<file path="src/gain_ctrl_consts.vh">
// Register map and field constants for the gain-control configuration bank
// Assumes 8-bit register index from the control interface
`ifndef GAIN_CTRL_CONSTS_VH
`define GAIN_CTRL_CONSTS_VH
`define RANGE_ENH_CFG_ADDR   8'h6D
`define AUTO_LVL_CFG_ADDR    8'h70
`define GAIN_UPD_CFG_ADDR    8'h71
`define RANGE_ENH_CFG_RST    8'h7B
`define AUTO_LVL_CFG_RST     8'hE7
`define GAIN_UPD_CFG_RST     8'h00
`define HI_NIB_MSB           7
`define HI_NIB_LSB           4
`define LO_NIB_MSB           3
`define LO_NIB_LSB           0
`define UPD_MODE_MSB         7
`define UPD_MODE_LSB         6
`define UPD_RSVD_RW_BIT      5
`define UPD_RSVD_RO_MASK     8'hE0
`define CLK_PERIOD_PS        5000
`define STEP_20US_NS         20000
`define STEP_40US_NS         40000
// Step periods in core clock cycles, sized for the 14-bit tick counter
`define STEP_20US_CYC        14'h0FA0
`define STEP_40US_CYC        14'h1F40
`define HALF_DB_STEP         7'h01
`define GAIN_LIMIT_10K       7'h3C
`define GAIN_LIMIT_20K       7'h30
`endif

</file>
<file path="src/gain_ctrl_regs.v">
// Gain-control configuration registers and live channel gain stepper
// Assumes a decoded register access port from the control interface logic
//
// Contract
// - Threshold field bits 7-4; codes 0..9 map -12 dB down to -66 dB.
// - Enhancer gain field bits 3-0; codes 0..12 map 2 to 26 dB.
// - Target level field bits 7-4; codes 0..15 map -6 to -36 dB.
// - Level gain field bits 3-0; codes 0..13 map 3 to 42 dB.
// - Mode 0 applies a channel gain change at once.
// - Mode 1 applies the change at once, reduced artifacts, no stepping; the code handles it exactly as mode 0.
// - Mode 2 steps 0.5 dB every 20 us; limit 30 or 24 dB.
// - Mode 3 steps 0.5 dB every 40 us, same limits.
// - Bits 4-0 of update register read as zero.
// - Select bit picks enhancer at 0, level control at 1, when enabled.
`timescale 1ns/1ps
`include "gain_ctrl_consts.vh"
module gain_ctrl_regs (
   // Clock and reset
   input  wire       CORE_CLK_IN,
   input  wire       RST_IN,
   // Register access port
   input  wire [7:0] REG_ADDR_IN,
   input  wire       REG_WR_IN,
   input  wire [7:0] REG_WDATA_IN,
   output reg  [7:0] REG_RDATA_OUT,
   // Surrounding configuration
   input  wire       COMPRESS_EN_IN,
   input  wire       CH_ENHANCE_EN_IN,
   input  wire       RANGE_OR_LEVEL_SELECT_IN,
   input  wire       HIGH_IMPEDANCE_IN,
   input  wire [6:0] GAIN_REQ_IN,
   // Decoded settings, signed dB, and enhancer/level active flags
   output reg  [7:0] ENH_THRESHOLD_DB_OUT,
   output reg  [7:0] ENH_GAIN_CEILING_DB_OUT,
   output reg  [7:0] LEVEL_TARGET_DB_OUT,
   output reg  [7:0] LEVEL_GAIN_CEILING_DB_OUT,
   output reg        ENHANCER_ACTIVE_OUT,
   output reg        LEVEL_CTRL_ACTIVE_OUT,
   // Applied channel gain, 0.5 dB units
   output reg  [6:0] GAIN_APPLIED_OUT,
   output reg        GAIN_BUSY_OUT
);

   reg  [7:0]  range_enh_q;
   reg  [7:0]  auto_lvl_q;
   reg  [7:0]  gain_upd_q;
   reg  [6:0]  gain_q;
   reg  [6:0]  gain_d;
   reg  [13:0] tick_q;
   reg  [13:0] tick_d;
   reg  [7:0]  rdata_d;
   reg  [7:0]  thr_d;
   reg  [7:0]  egc_d;
   reg  [7:0]  tgt_d;
   reg  [7:0]  lgc_d;
   wire [3:0]  enh_thr     = range_enh_q[`HI_NIB_MSB:`HI_NIB_LSB];
   wire [3:0]  enh_ceil    = range_enh_q[`LO_NIB_MSB:`LO_NIB_LSB];
   wire [3:0]  lvl_tgt     = auto_lvl_q[`HI_NIB_MSB:`HI_NIB_LSB];
   wire [3:0]  lvl_ceil    = auto_lvl_q[`LO_NIB_MSB:`LO_NIB_LSB];
   wire [1:0]  upd_mode    = gain_upd_q[`UPD_MODE_MSB:`UPD_MODE_LSB];
   wire [6:0]  limit       = HIGH_IMPEDANCE_IN ? `GAIN_LIMIT_20K
                                               : `GAIN_LIMIT_10K;
   wire [6:0]  target      = (GAIN_REQ_IN > limit) ? limit : GAIN_REQ_IN;
   wire [13:0] period      = (upd_mode == 2'h3) ? `STEP_40US_CYC
                                                : `STEP_20US_CYC;

   // Register writes; reserved bit 5 stored as written
   always @(posedge CORE_CLK_IN) begin
      if (RST_IN) begin
         range_enh_q <= `RANGE_ENH_CFG_RST;
         auto_lvl_q  <= `AUTO_LVL_CFG_RST;
         gain_upd_q  <= `GAIN_UPD_CFG_RST;
      end else if (REG_WR_IN) begin
         if (REG_ADDR_IN == `RANGE_ENH_CFG_ADDR)
            range_enh_q <= REG_WDATA_IN;
         if (REG_ADDR_IN == `AUTO_LVL_CFG_ADDR)
            auto_lvl_q <= REG_WDATA_IN;
         if (REG_ADDR_IN == `GAIN_UPD_CFG_ADDR)
            gain_upd_q <= REG_WDATA_IN & `UPD_RSVD_RO_MASK;
      end
   end

   // Read mux; unmapped addresses read zero
   always @* begin
      case (REG_ADDR_IN)
         `RANGE_ENH_CFG_ADDR: rdata_d = range_enh_q;
         `AUTO_LVL_CFG_ADDR:  rdata_d = auto_lvl_q;
         `GAIN_UPD_CFG_ADDR:  rdata_d = gain_upd_q;
         default:             rdata_d = 8'h00;
      endcase
   end

   // Field decode to dB; reserved codes extend the same uniform steps
   always @* begin
      case (enh_thr)
         4'h0:    thr_d = 8'hF4;
         4'h1:    thr_d = 8'hEE;
         4'h2:    thr_d = 8'hE8;
         4'h3:    thr_d = 8'hE2;
         4'h4:    thr_d = 8'hDC;
         4'h5:    thr_d = 8'hD6;
         4'h6:    thr_d = 8'hD0;
         4'h7:    thr_d = 8'hCA;
         4'h8:    thr_d = 8'hC4;
         4'h9:    thr_d = 8'hBE;
         4'hA:    thr_d = 8'hB8;
         4'hB:    thr_d = 8'hB2;
         4'hC:    thr_d = 8'hAC;
         4'hD:    thr_d = 8'hA6;
         4'hE:    thr_d = 8'hA0;
         default: thr_d = 8'h9A;
      endcase
      case (enh_ceil)
         4'h0:    egc_d = 8'h02;
         4'h1:    egc_d = 8'h04;
         4'h2:    egc_d = 8'h06;
         4'h3:    egc_d = 8'h08;
         4'h4:    egc_d = 8'h0A;
         4'h5:    egc_d = 8'h0C;
         4'h6:    egc_d = 8'h0E;
         4'h7:    egc_d = 8'h10;
         4'h8:    egc_d = 8'h12;
         4'h9:    egc_d = 8'h14;
         4'hA:    egc_d = 8'h16;
         4'hB:    egc_d = 8'h18;
         4'hC:    egc_d = 8'h1A;
         4'hD:    egc_d = 8'h1C;
         4'hE:    egc_d = 8'h1E;
         default: egc_d = 8'h20;
      endcase
      case (lvl_tgt)
         4'h0:    tgt_d = 8'hFA;
         4'h1:    tgt_d = 8'hF8;
         4'h2:    tgt_d = 8'hF6;
         4'h3:    tgt_d = 8'hF4;
         4'h4:    tgt_d = 8'hF2;
         4'h5:    tgt_d = 8'hF0;
         4'h6:    tgt_d = 8'hEE;
         4'h7:    tgt_d = 8'hEC;
         4'h8:    tgt_d = 8'hEA;
         4'h9:    tgt_d = 8'hE8;
         4'hA:    tgt_d = 8'hE6;
         4'hB:    tgt_d = 8'hE4;
         4'hC:    tgt_d = 8'hE2;
         4'hD:    tgt_d = 8'hE0;
         4'hE:    tgt_d = 8'hDE;
         default: tgt_d = 8'hDC;
      endcase
      case (lvl_ceil)
         4'h0:    lgc_d = 8'h03;
         4'h1:    lgc_d = 8'h06;
         4'h2:    lgc_d = 8'h09;
         4'h3:    lgc_d = 8'h0C;
         4'h4:    lgc_d = 8'h0F;
         4'h5:    lgc_d = 8'h12;
         4'h6:    lgc_d = 8'h15;
         4'h7:    lgc_d = 8'h18;
         4'h8:    lgc_d = 8'h1B;
         4'h9:    lgc_d = 8'h1E;
         4'hA:    lgc_d = 8'h21;
         4'hB:    lgc_d = 8'h24;
         4'hC:    lgc_d = 8'h27;
         4'hD:    lgc_d = 8'h2A;
         4'hE:    lgc_d = 8'h2D;
         default: lgc_d = 8'h30;
      endcase
   end

   // Live gain update engine, step count in 0.5 dB
   always @* begin
      gain_d = gain_q;
      tick_d = tick_q;
      case (upd_mode)
         2'h0: begin
            gain_d = target;
            tick_d = 14'h0000;
         end
         2'h1: begin
            gain_d = target;
            tick_d = 14'h0000;
         end
         default: begin
            if (gain_q == target) begin
               tick_d = 14'h0000;
            end else if (tick_q >= period - 14'h0001) begin
               tick_d = 14'h0000;
               if (gain_q < target)
                  gain_d = gain_q + `HALF_DB_STEP;
               else
                  gain_d = gain_q - `HALF_DB_STEP;
            end else begin
               tick_d = tick_q + 14'h0001;
            end
         end
      endcase
   end

   always @(posedge CORE_CLK_IN) begin
      if (RST_IN) begin
         gain_q <= 7'h00;
         tick_q <= 14'h0000;
      end else begin
         gain_q <= gain_d;
         tick_q <= tick_d;
      end
   end

   // Registered outputs, dB decode with uniform steps
   always @(posedge CORE_CLK_IN) begin
      if (RST_IN) begin
         REG_RDATA_OUT             <= 8'h00;
         ENH_THRESHOLD_DB_OUT      <= 8'h00;
         ENH_GAIN_CEILING_DB_OUT   <= 8'h00;
         LEVEL_TARGET_DB_OUT       <= 8'h00;
         LEVEL_GAIN_CEILING_DB_OUT <= 8'h00;
         ENHANCER_ACTIVE_OUT       <= 1'b0;
         LEVEL_CTRL_ACTIVE_OUT     <= 1'b0;
         GAIN_APPLIED_OUT          <= 7'h00;
         GAIN_BUSY_OUT             <= 1'b0;
      end else begin
         REG_RDATA_OUT <= rdata_d;
         ENH_THRESHOLD_DB_OUT      <= thr_d;
         ENH_GAIN_CEILING_DB_OUT   <= egc_d;
         LEVEL_TARGET_DB_OUT       <= tgt_d;
         LEVEL_GAIN_CEILING_DB_OUT <= lgc_d;
         ENHANCER_ACTIVE_OUT   <= ~COMPRESS_EN_IN & CH_ENHANCE_EN_IN
                                  & ~RANGE_OR_LEVEL_SELECT_IN;
         LEVEL_CTRL_ACTIVE_OUT <= ~COMPRESS_EN_IN & CH_ENHANCE_EN_IN
                                  & RANGE_OR_LEVEL_SELECT_IN;
         GAIN_APPLIED_OUT <= gain_d;
         GAIN_BUSY_OUT    <= (gain_d != target);
      end
   end

endmodule // gain_ctrl_regs
</file>
<file path="config.mk">
export PLATFORM = sky130hd
export DESIGN_NAME = gain_ctrl_regs
export DESIGN_NICKNAME = d
export VERILOG_FILES = /design/src/gain_ctrl_regs.v
export VERILOG_INCLUDE_DIRS = /design/src /design/src/src
export SDC_FILE = /design/constraint.sdc
export NUM_CORES = 1
export LEC_CHECK = 0
export ABC_CLOCK_PERIOD_IN_PS = 6500
export BUFFER_PORTS_ARGS = -buffer_cell sky130_fd_sc_hd__buf_2
export CORE_MARGIN = 2
export CORE_UTILIZATION = 54
export CTS_CLUSTER_DIAMETER = 120
export CTS_CLUSTER_SIZE = 28
export DETAILED_ROUTE_END_ITERATION = 12
export PLACE_DENSITY = 0.79
export SYNTH_ARGS = -nofsm -noshare
export SYNTH_HDL_FRONTEND = slang
export SYNTH_SLANG_ARGS = --single-unit
export TNS_END_PERCENT = 1
</file>
<file path="constraint.sdc">
create_clock -name CORE_CLK_IN -period 6.5 [get_ports CORE_CLK_IN]
set_clock_uncertainty 0.1 [all_clocks]
set_input_delay 1.3 -clock CORE_CLK_IN [delete_from_list [all_inputs] [get_ports CORE_CLK_IN]]
set_output_delay 1.3 -clock CORE_CLK_IN [all_outputs]
set_load 0.01 [all_outputs]
</file>
# Yosys cells after proc, flatten, opt, wreduce, memory -nomap -nowiden
# Memories as Yosys holds them, arrays and structs flattened. A register that Yosys moved wholly into a read port is not among the register bits.
# Cells that the tools add are included.
[word_totals]
register_bits = 83
romBits = 352
output_inout_bits = 50
mem_count = 4
[memory_table]
columns = ["name", "words", "word_bits", "read_ports", "rd_ports_with_merged_regs", "wr", "line", "source"]
rows = [
  ["(name not given)", 16, 6, 1, 1, 0, "gain_ctrl_regs.v:95", "case (enh_thr)"],
  ["(name not given)", 16, 6, 1, 1, 0, "gain_ctrl_regs.v:149", "case (lvl_ceil)"],
  ["(name not given)", 16, 5, 1, 1, 0, "gain_ctrl_regs.v:113", "case (enh_ceil)"],
  ["(name not given)", 16, 5, 1, 1, 0, "gain_ctrl_regs.v:131", "case (lvl_tgt)"],
]
[op_classes]
n_addsub = 4
n_lt_le_gt_ge = 3
eq_ne = 7
muxes = 8
n_bitwise = 5
n_reduce_logical = 6
[op_table]
columns = ["cell", "n"]
rows = [
  ["7-bit 2-to-1 mux", 5],
  ["8-bit by 7-bit equality test with 1-bit output, second input constant", 3],
  ["8-bit one-hot mux with 3 select lines", 1],
  ["14-bit by 1-bit adder with 14-bit output, second input constant", 1],
  ["14-bit greater-or-equal comparator", 1],
  ["13-bit by 1-bit subtractor with 14-bit output, second input constant", 1],
  ["13-bit 2-to-1 mux", 1],
  ["7-bit by 1-bit adder with 7-bit output, second input constant", 1],
  ["7-bit equality test", 1],
  ["7-bit by 6-bit greater-than comparator with 1-bit output", 1],
  ["7-bit < comparator", 1],
  ["7-bit inequality test", 1],
  ["7-bit by 1-bit subtractor with 7-bit output, second input constant", 1],
  ["2-bit AND reduction", 3],
  ["5-bit OR reduction", 1],
  ["4-bit 2-to-1 mux", 1],
  ["1-bit bitwise AND", 3],
  ["2-bit by 1-bit equality test with 1-bit output, second input constant", 1],
  ["2-bit equality test, second input constant", 1],
  ["2-bit zero test", 1],
  ["1-bit NOT", 2],
  ["2-bit OR reduction", 1],
]

# Longest topological paths before layout
[depth]
depth_word = 9
ltp_mapped = 20

# Worst setup path after synthesis
# Ideal clock, no wire load.
[synth_timing]
kind = "input port to flip-flop"
startpoint = "input HIGH_IMPEDANCE_IN"
endpoint = "register GAIN_BUSY_OUT"
setup_time_ns = 0.077
arrival_time_ns = 4.798
t_required_ns = 6.323
path_slack_ns = 1.526
stages = 19
path_buffers = 0
path_cell_list = "ha_1 nor2b_1 o211a_1 a21oi_2 mux2_2 inv_1 ha_1 nand4_1 a21oi_1 nor3_1 inv_1 ha_1 or2_2 o22ai_1 xnor2_1 xnor2_1 nor3_1 a32o_2 a41oi_2"
[synth_between]
elab_chain_cells = 9
word_cells_on_any_way = 10
[synth_lines]
columns = ["element", "line", "source"]
rows = [
  ["start: declaration", "gain_ctrl_regs.v:30", "input wire HIGH_IMPEDANCE_IN,"],
  ["4-bit 2-to-1 mux (no source line) (*)", "n/a", ""],
  ["7-bit by 6-bit greater-than comparator with 1-bit output", "gain_ctrl_regs.v:63", "wire [6:0] target = (GAIN_REQ_IN > limit) ? limit : GAIN_REQ_IN;"],
  ["7-bit 2-to-1 mux (*)", "gain_ctrl_regs.v:63", ""],
  ["7-bit < comparator", "gain_ctrl_regs.v:187", "if (gain_q < target)"],
  ["7-bit 2-to-1 mux", "gain_ctrl_regs.v:187", ""],
  ["7-bit 2-to-1 mux", "gain_ctrl_regs.v:185", "end else if (tick_q >= period - 14'h0001) begin"],
  ["7-bit 2-to-1 mux", "gain_ctrl_regs.v:183", "if (gain_q == target) begin"],
  ["7-bit 2-to-1 mux", "gain_ctrl_regs.v:173", "case (upd_mode)"],
  ["7-bit inequality test (*)", "gain_ctrl_regs.v:231", "GAIN_BUSY_OUT <= (gain_d != target);"],
  ["end signal: assignment", "gain_ctrl_regs.v:231", ""],
  ["end: declaration", "gain_ctrl_regs.v:41", "output reg GAIN_BUSY_OUT"],
]
# Every way passes the cells marked *; elsewhere a longest branch is shown, timed or not.
# A chain may end at the register's enable or synchronous reset.

# Worst setup path in the final report
# Same ends and word-level chain as after synthesis.

==> impl_metrics.json <==
{
  "reg2regPathDepth": 13,
  "rsz0062_at_grt": "false",
  "worstPathArrival_ns": 5.32,
  "setup_viol_count_final": 0,
  "cpMostUsedCell": "a21oi_1",
  "fin_hold_ws_ns": 0.358,
  "cp_max_fo": 5,
  "antenna_found_initial": 0,
  "layout.nets": 526,
  "wl_met3_um": 496,
  "stdcell_count": 550,
  "maxSlewHeadroom_pct": 45.3,
  "wl_met1_mm": 3.40,
  "fin_util_pct": 65.2,
  "ys_warn_count": 0,
  "initial_core_util_pct": 56.0,
  "clock-sinks": 74,
  "maxUsedRoutingLayer": "met4",
  "layout_min_cycle_time_ns": 5.21,
  "power_density_nw_per_um2": 232,
  "h-tree-depth": 3,
  "setup_tns_ns": 0,
  "route.detailed.drc": 0,
  "syn_to_final_growth_pct": 16.4,
  "post-cts-setup-buffer-count": 0,
  "crit_path_max_incr_delay_ns": 0.39,
  "slowest_stage": "nor3_1",
  "die_h_um": 85.4,
  "slew_violations": 0,
  "clk_root_buffer_cell": "clkbuf_8",
  "critPathCaptureType": "flip-flop",
  "drive_gt1_share_pct": 21.8,
  "path_class": "input port to flip-flop",
  "core_um2": 6390,
  "clk_latency_ns": 0.34,
  "synth_top_area_share_pct": 41.4,
  "synth.distinct_cells": 54,
  "portBuffers": 72,
  "hold_viol_final": 0,
  "wirelength_mm": 7.58,
  "fp.dieW_um": 85.4,
  "final-seq-area_um2": 1480,
  "drtAntennaViolNets": 0,
  "power.ir.vdd_worst_mv": 0.198,
  "wl_per_cell_um": 13.8,
  "rows": 29,
  "num_antenna_cells": 0,
  "hpwl_mm": 5.55,
  "gp_congestion": 0.860,
  "grt_pass1_vias": 2771,
  "synth_area_leaders": "dfxtp_1 41%, ha_1 9.4%, nor2_1 6.5%",
  "hold_path.class": "flip-flop to flip-flop",
  "holdPathStages": 1,
  "tritoncts": "yes",
  "grt_max_degree": 47,
  "ctsHoldBuffers": 0,
  "yosys.area.top_type": "dfxtp_1",
  "first_iter_violations": 126,
  "tightest_slew_ns": 0.820,
  "grt_pass1_wl_mm": 12.5,
  "avgSynthCellArea_um2": 8.90,
  "synth_edf_count": 0,
  "vias_per_cell": 5.41,
  "globalRouteOverflowTotal": 0,
  "synth-async-reset-ratio_pct": 0,
  "dr_wl_met2_mm": 3.62,
  "nFillCells": 515,
  "postSynthCellCount": 402,
  "numCtsBuffers": 9,
  "status": "completed",
  "ys_ff_latch": 74,
  "die-area_um2": 7290,
  "first_pass_iters": 5,
  "synth_area_um2": 3580,
  "grt_usage_pct": 21.3,
  "ios": 80,
  "clkTransAtPathRegs_ns": 0.07,
  "post-place-cells": 534,
  "ys_seq_area_share_pct": 41.4,
  "path_cells": "buf_2 -> ha_1 -> nor2b_1 -> o211a_1 -> a21oi_2 -> nor2_1 -> a21oi_1 -> ha_1 -> a21oi_1 -> a21oi_1 -> nor3_1 -> inv_1 -> ha_1 -> a211oi_1 -> o21bai_1 -> a21oi_1 -> xnor2_1 -> mux2i_1 -> xnor2_1 -> a41oi_2",
  "cts.path.max_buffers": 2,
  "cap_violations": 0,
  "post-route-period-util_pct": 80.2,
  "ys.flop_type": "dfxtp_1",
  "multi_input_area_um2": 1930,
  "start_kind": "input port",
  "vias": 2974,
  "cts_resized": 0,
  "cp.required_ns": 6.61,
  "clock.fmax_ghz": 0.192,
  "leakagePower_nw": 1.91
}
## per-layer routing
| layer | vias to the layer above | GRT usage (%) |
|---|---|---|
| li1 | 1484 | - |
| met1 | 1372 | 28.2 |
| met2 | 111 | 34.4 |
| met3 | 7 | 5.16 |
| met4 | 0 | 6.78 |
| met5 | - | 0 |
## synth_stat cells (all sizes together), types with 2 or more instances
cell type  instances
nor4bb             2
nor4b              2
nor3b              2
o211ai             5
mux2               4
dfxtp             74
inv               15
a21oi             19
nand4              2
nor2b              6
nand2             42
clkbuf            10
conb               2
nor2              62
and3               4
nand3             18
a32oi              2
o21ai              6
a211oi             7
xor2               8
or2                2
a31oi              2
nand3b             2
ha                27
buf               13
and2               3
mux2i              8
a22oi              9
nor3               7
xnor2             23
## through the flow
step	area, um2	power, mW	worst slack, ns
after detailed placement	3930	0.566	0.993
after global placement	3930	0.563	1.20
after CTS	4160	0.975	1.34
after floorplan	3600	0.538	1.53
after global routing	4160	1.01	0.964
final	4160	0.968	1.29
## cells in the final DEF, fill, tap and decap left out, types with 3 or more instances in the layout
| cell | n |
|---|---|
| a211oi_1 | 7 |
| a21oi_1 | 18 |
| a22oi_1 | 9 |
| and2_1 | 3 |
| buf_2 | 72 |
| clkbuf_8 | 12 |
| conb_1 | 8 |
| dfxtp_1 | 74 |
| ha_1 | 27 |
| inv_1 | 15 |
| mux2_2 | 4 |
| mux2i_1 | 7 |
| nand2_1 | 42 |
| nand3_1 | 18 |
| nor2_1 | 62 |
| nor2b_1 | 6 |
| nor3_1 | 7 |
| o211ai_1 | 4 |
| o21ai_0 | 6 |
| xnor2_1 | 23 |
| xor2_1 | 8 |
## report_power, final
| part | switching [mW] | internal [mW] | total (mW) |
|---|---|---|---|
| clock network | 0.164 | 0.247 | 0.411 |
| registers | 0.00545 | 0.460 | 0.466 |
| logic | 0.0518 | 0.0397 | 0.0915 |
| total | 0.221 | 0.747 | 0.968 |
## final timing paths
kind | startpoint | endpoint | slack, ns
min reg2reg | auto_lvl_q[4] | LEVEL_TARGET_DB_OUT[1] | 0.36
max | HIGH_IMPEDANCE_IN | GAIN_BUSY_OUT | 1.29
max reg2reg | GAIN_APPLIED_OUT[4] | GAIN_BUSY_OUT | 3.13
min | auto_lvl_q[4] | LEVEL_TARGET_DB_OUT[1] | 0.36
## worst max-delay path: cells and delay by family
family	cells	cell delay (ns)
fa+ha+maj	3	0.98
compound gates	9	1.62
mux	1	0.12
simple gates	3	0.57
xor+xnor	2	0.38
buf+inv	2	0.34
## sequential cells by signal (all words and copies together), names as in the netlist, 5 cells and up
signal                     count
ENH_GAIN_CEILING_DB_OUT        5
range_enh_q                    8
LEVEL_TARGET_DB_OUT            6
GAIN_APPLIED_OUT               7
LEVEL_GAIN_CEILING_DB_OUT      6
REG_RDATA_OUT                  8
tick_q                        14
auto_lvl_q                     8
ENH_THRESHOLD_DB_OUT           6
## cells by family (layout without fill, tap and decap cells)
family          after synthesis  after routing  share of synthesized area, %
mux                          12             12                          3.60
flops                        74             74                          41.4
buf+inv                      38            103                          5.21
xor+xnor                     31             31                          7.59
compound gates               59             59                          11.4
simple gates                158            158                          20.6
fa+ha+maj                    28             28                          10.0
other cells                   2              8                         0.210
## final cells by class
class,instances,area share [%]
sequential,74,35.6
clock buffer,12,3.97
tap,77,2.31
clock inverter,4,1.74
timing repair buffer,72,8.65
multi-input combinational,296,46.4
inverter,15,1.35
Note: power is estimated with default switching activity, not from simulation.
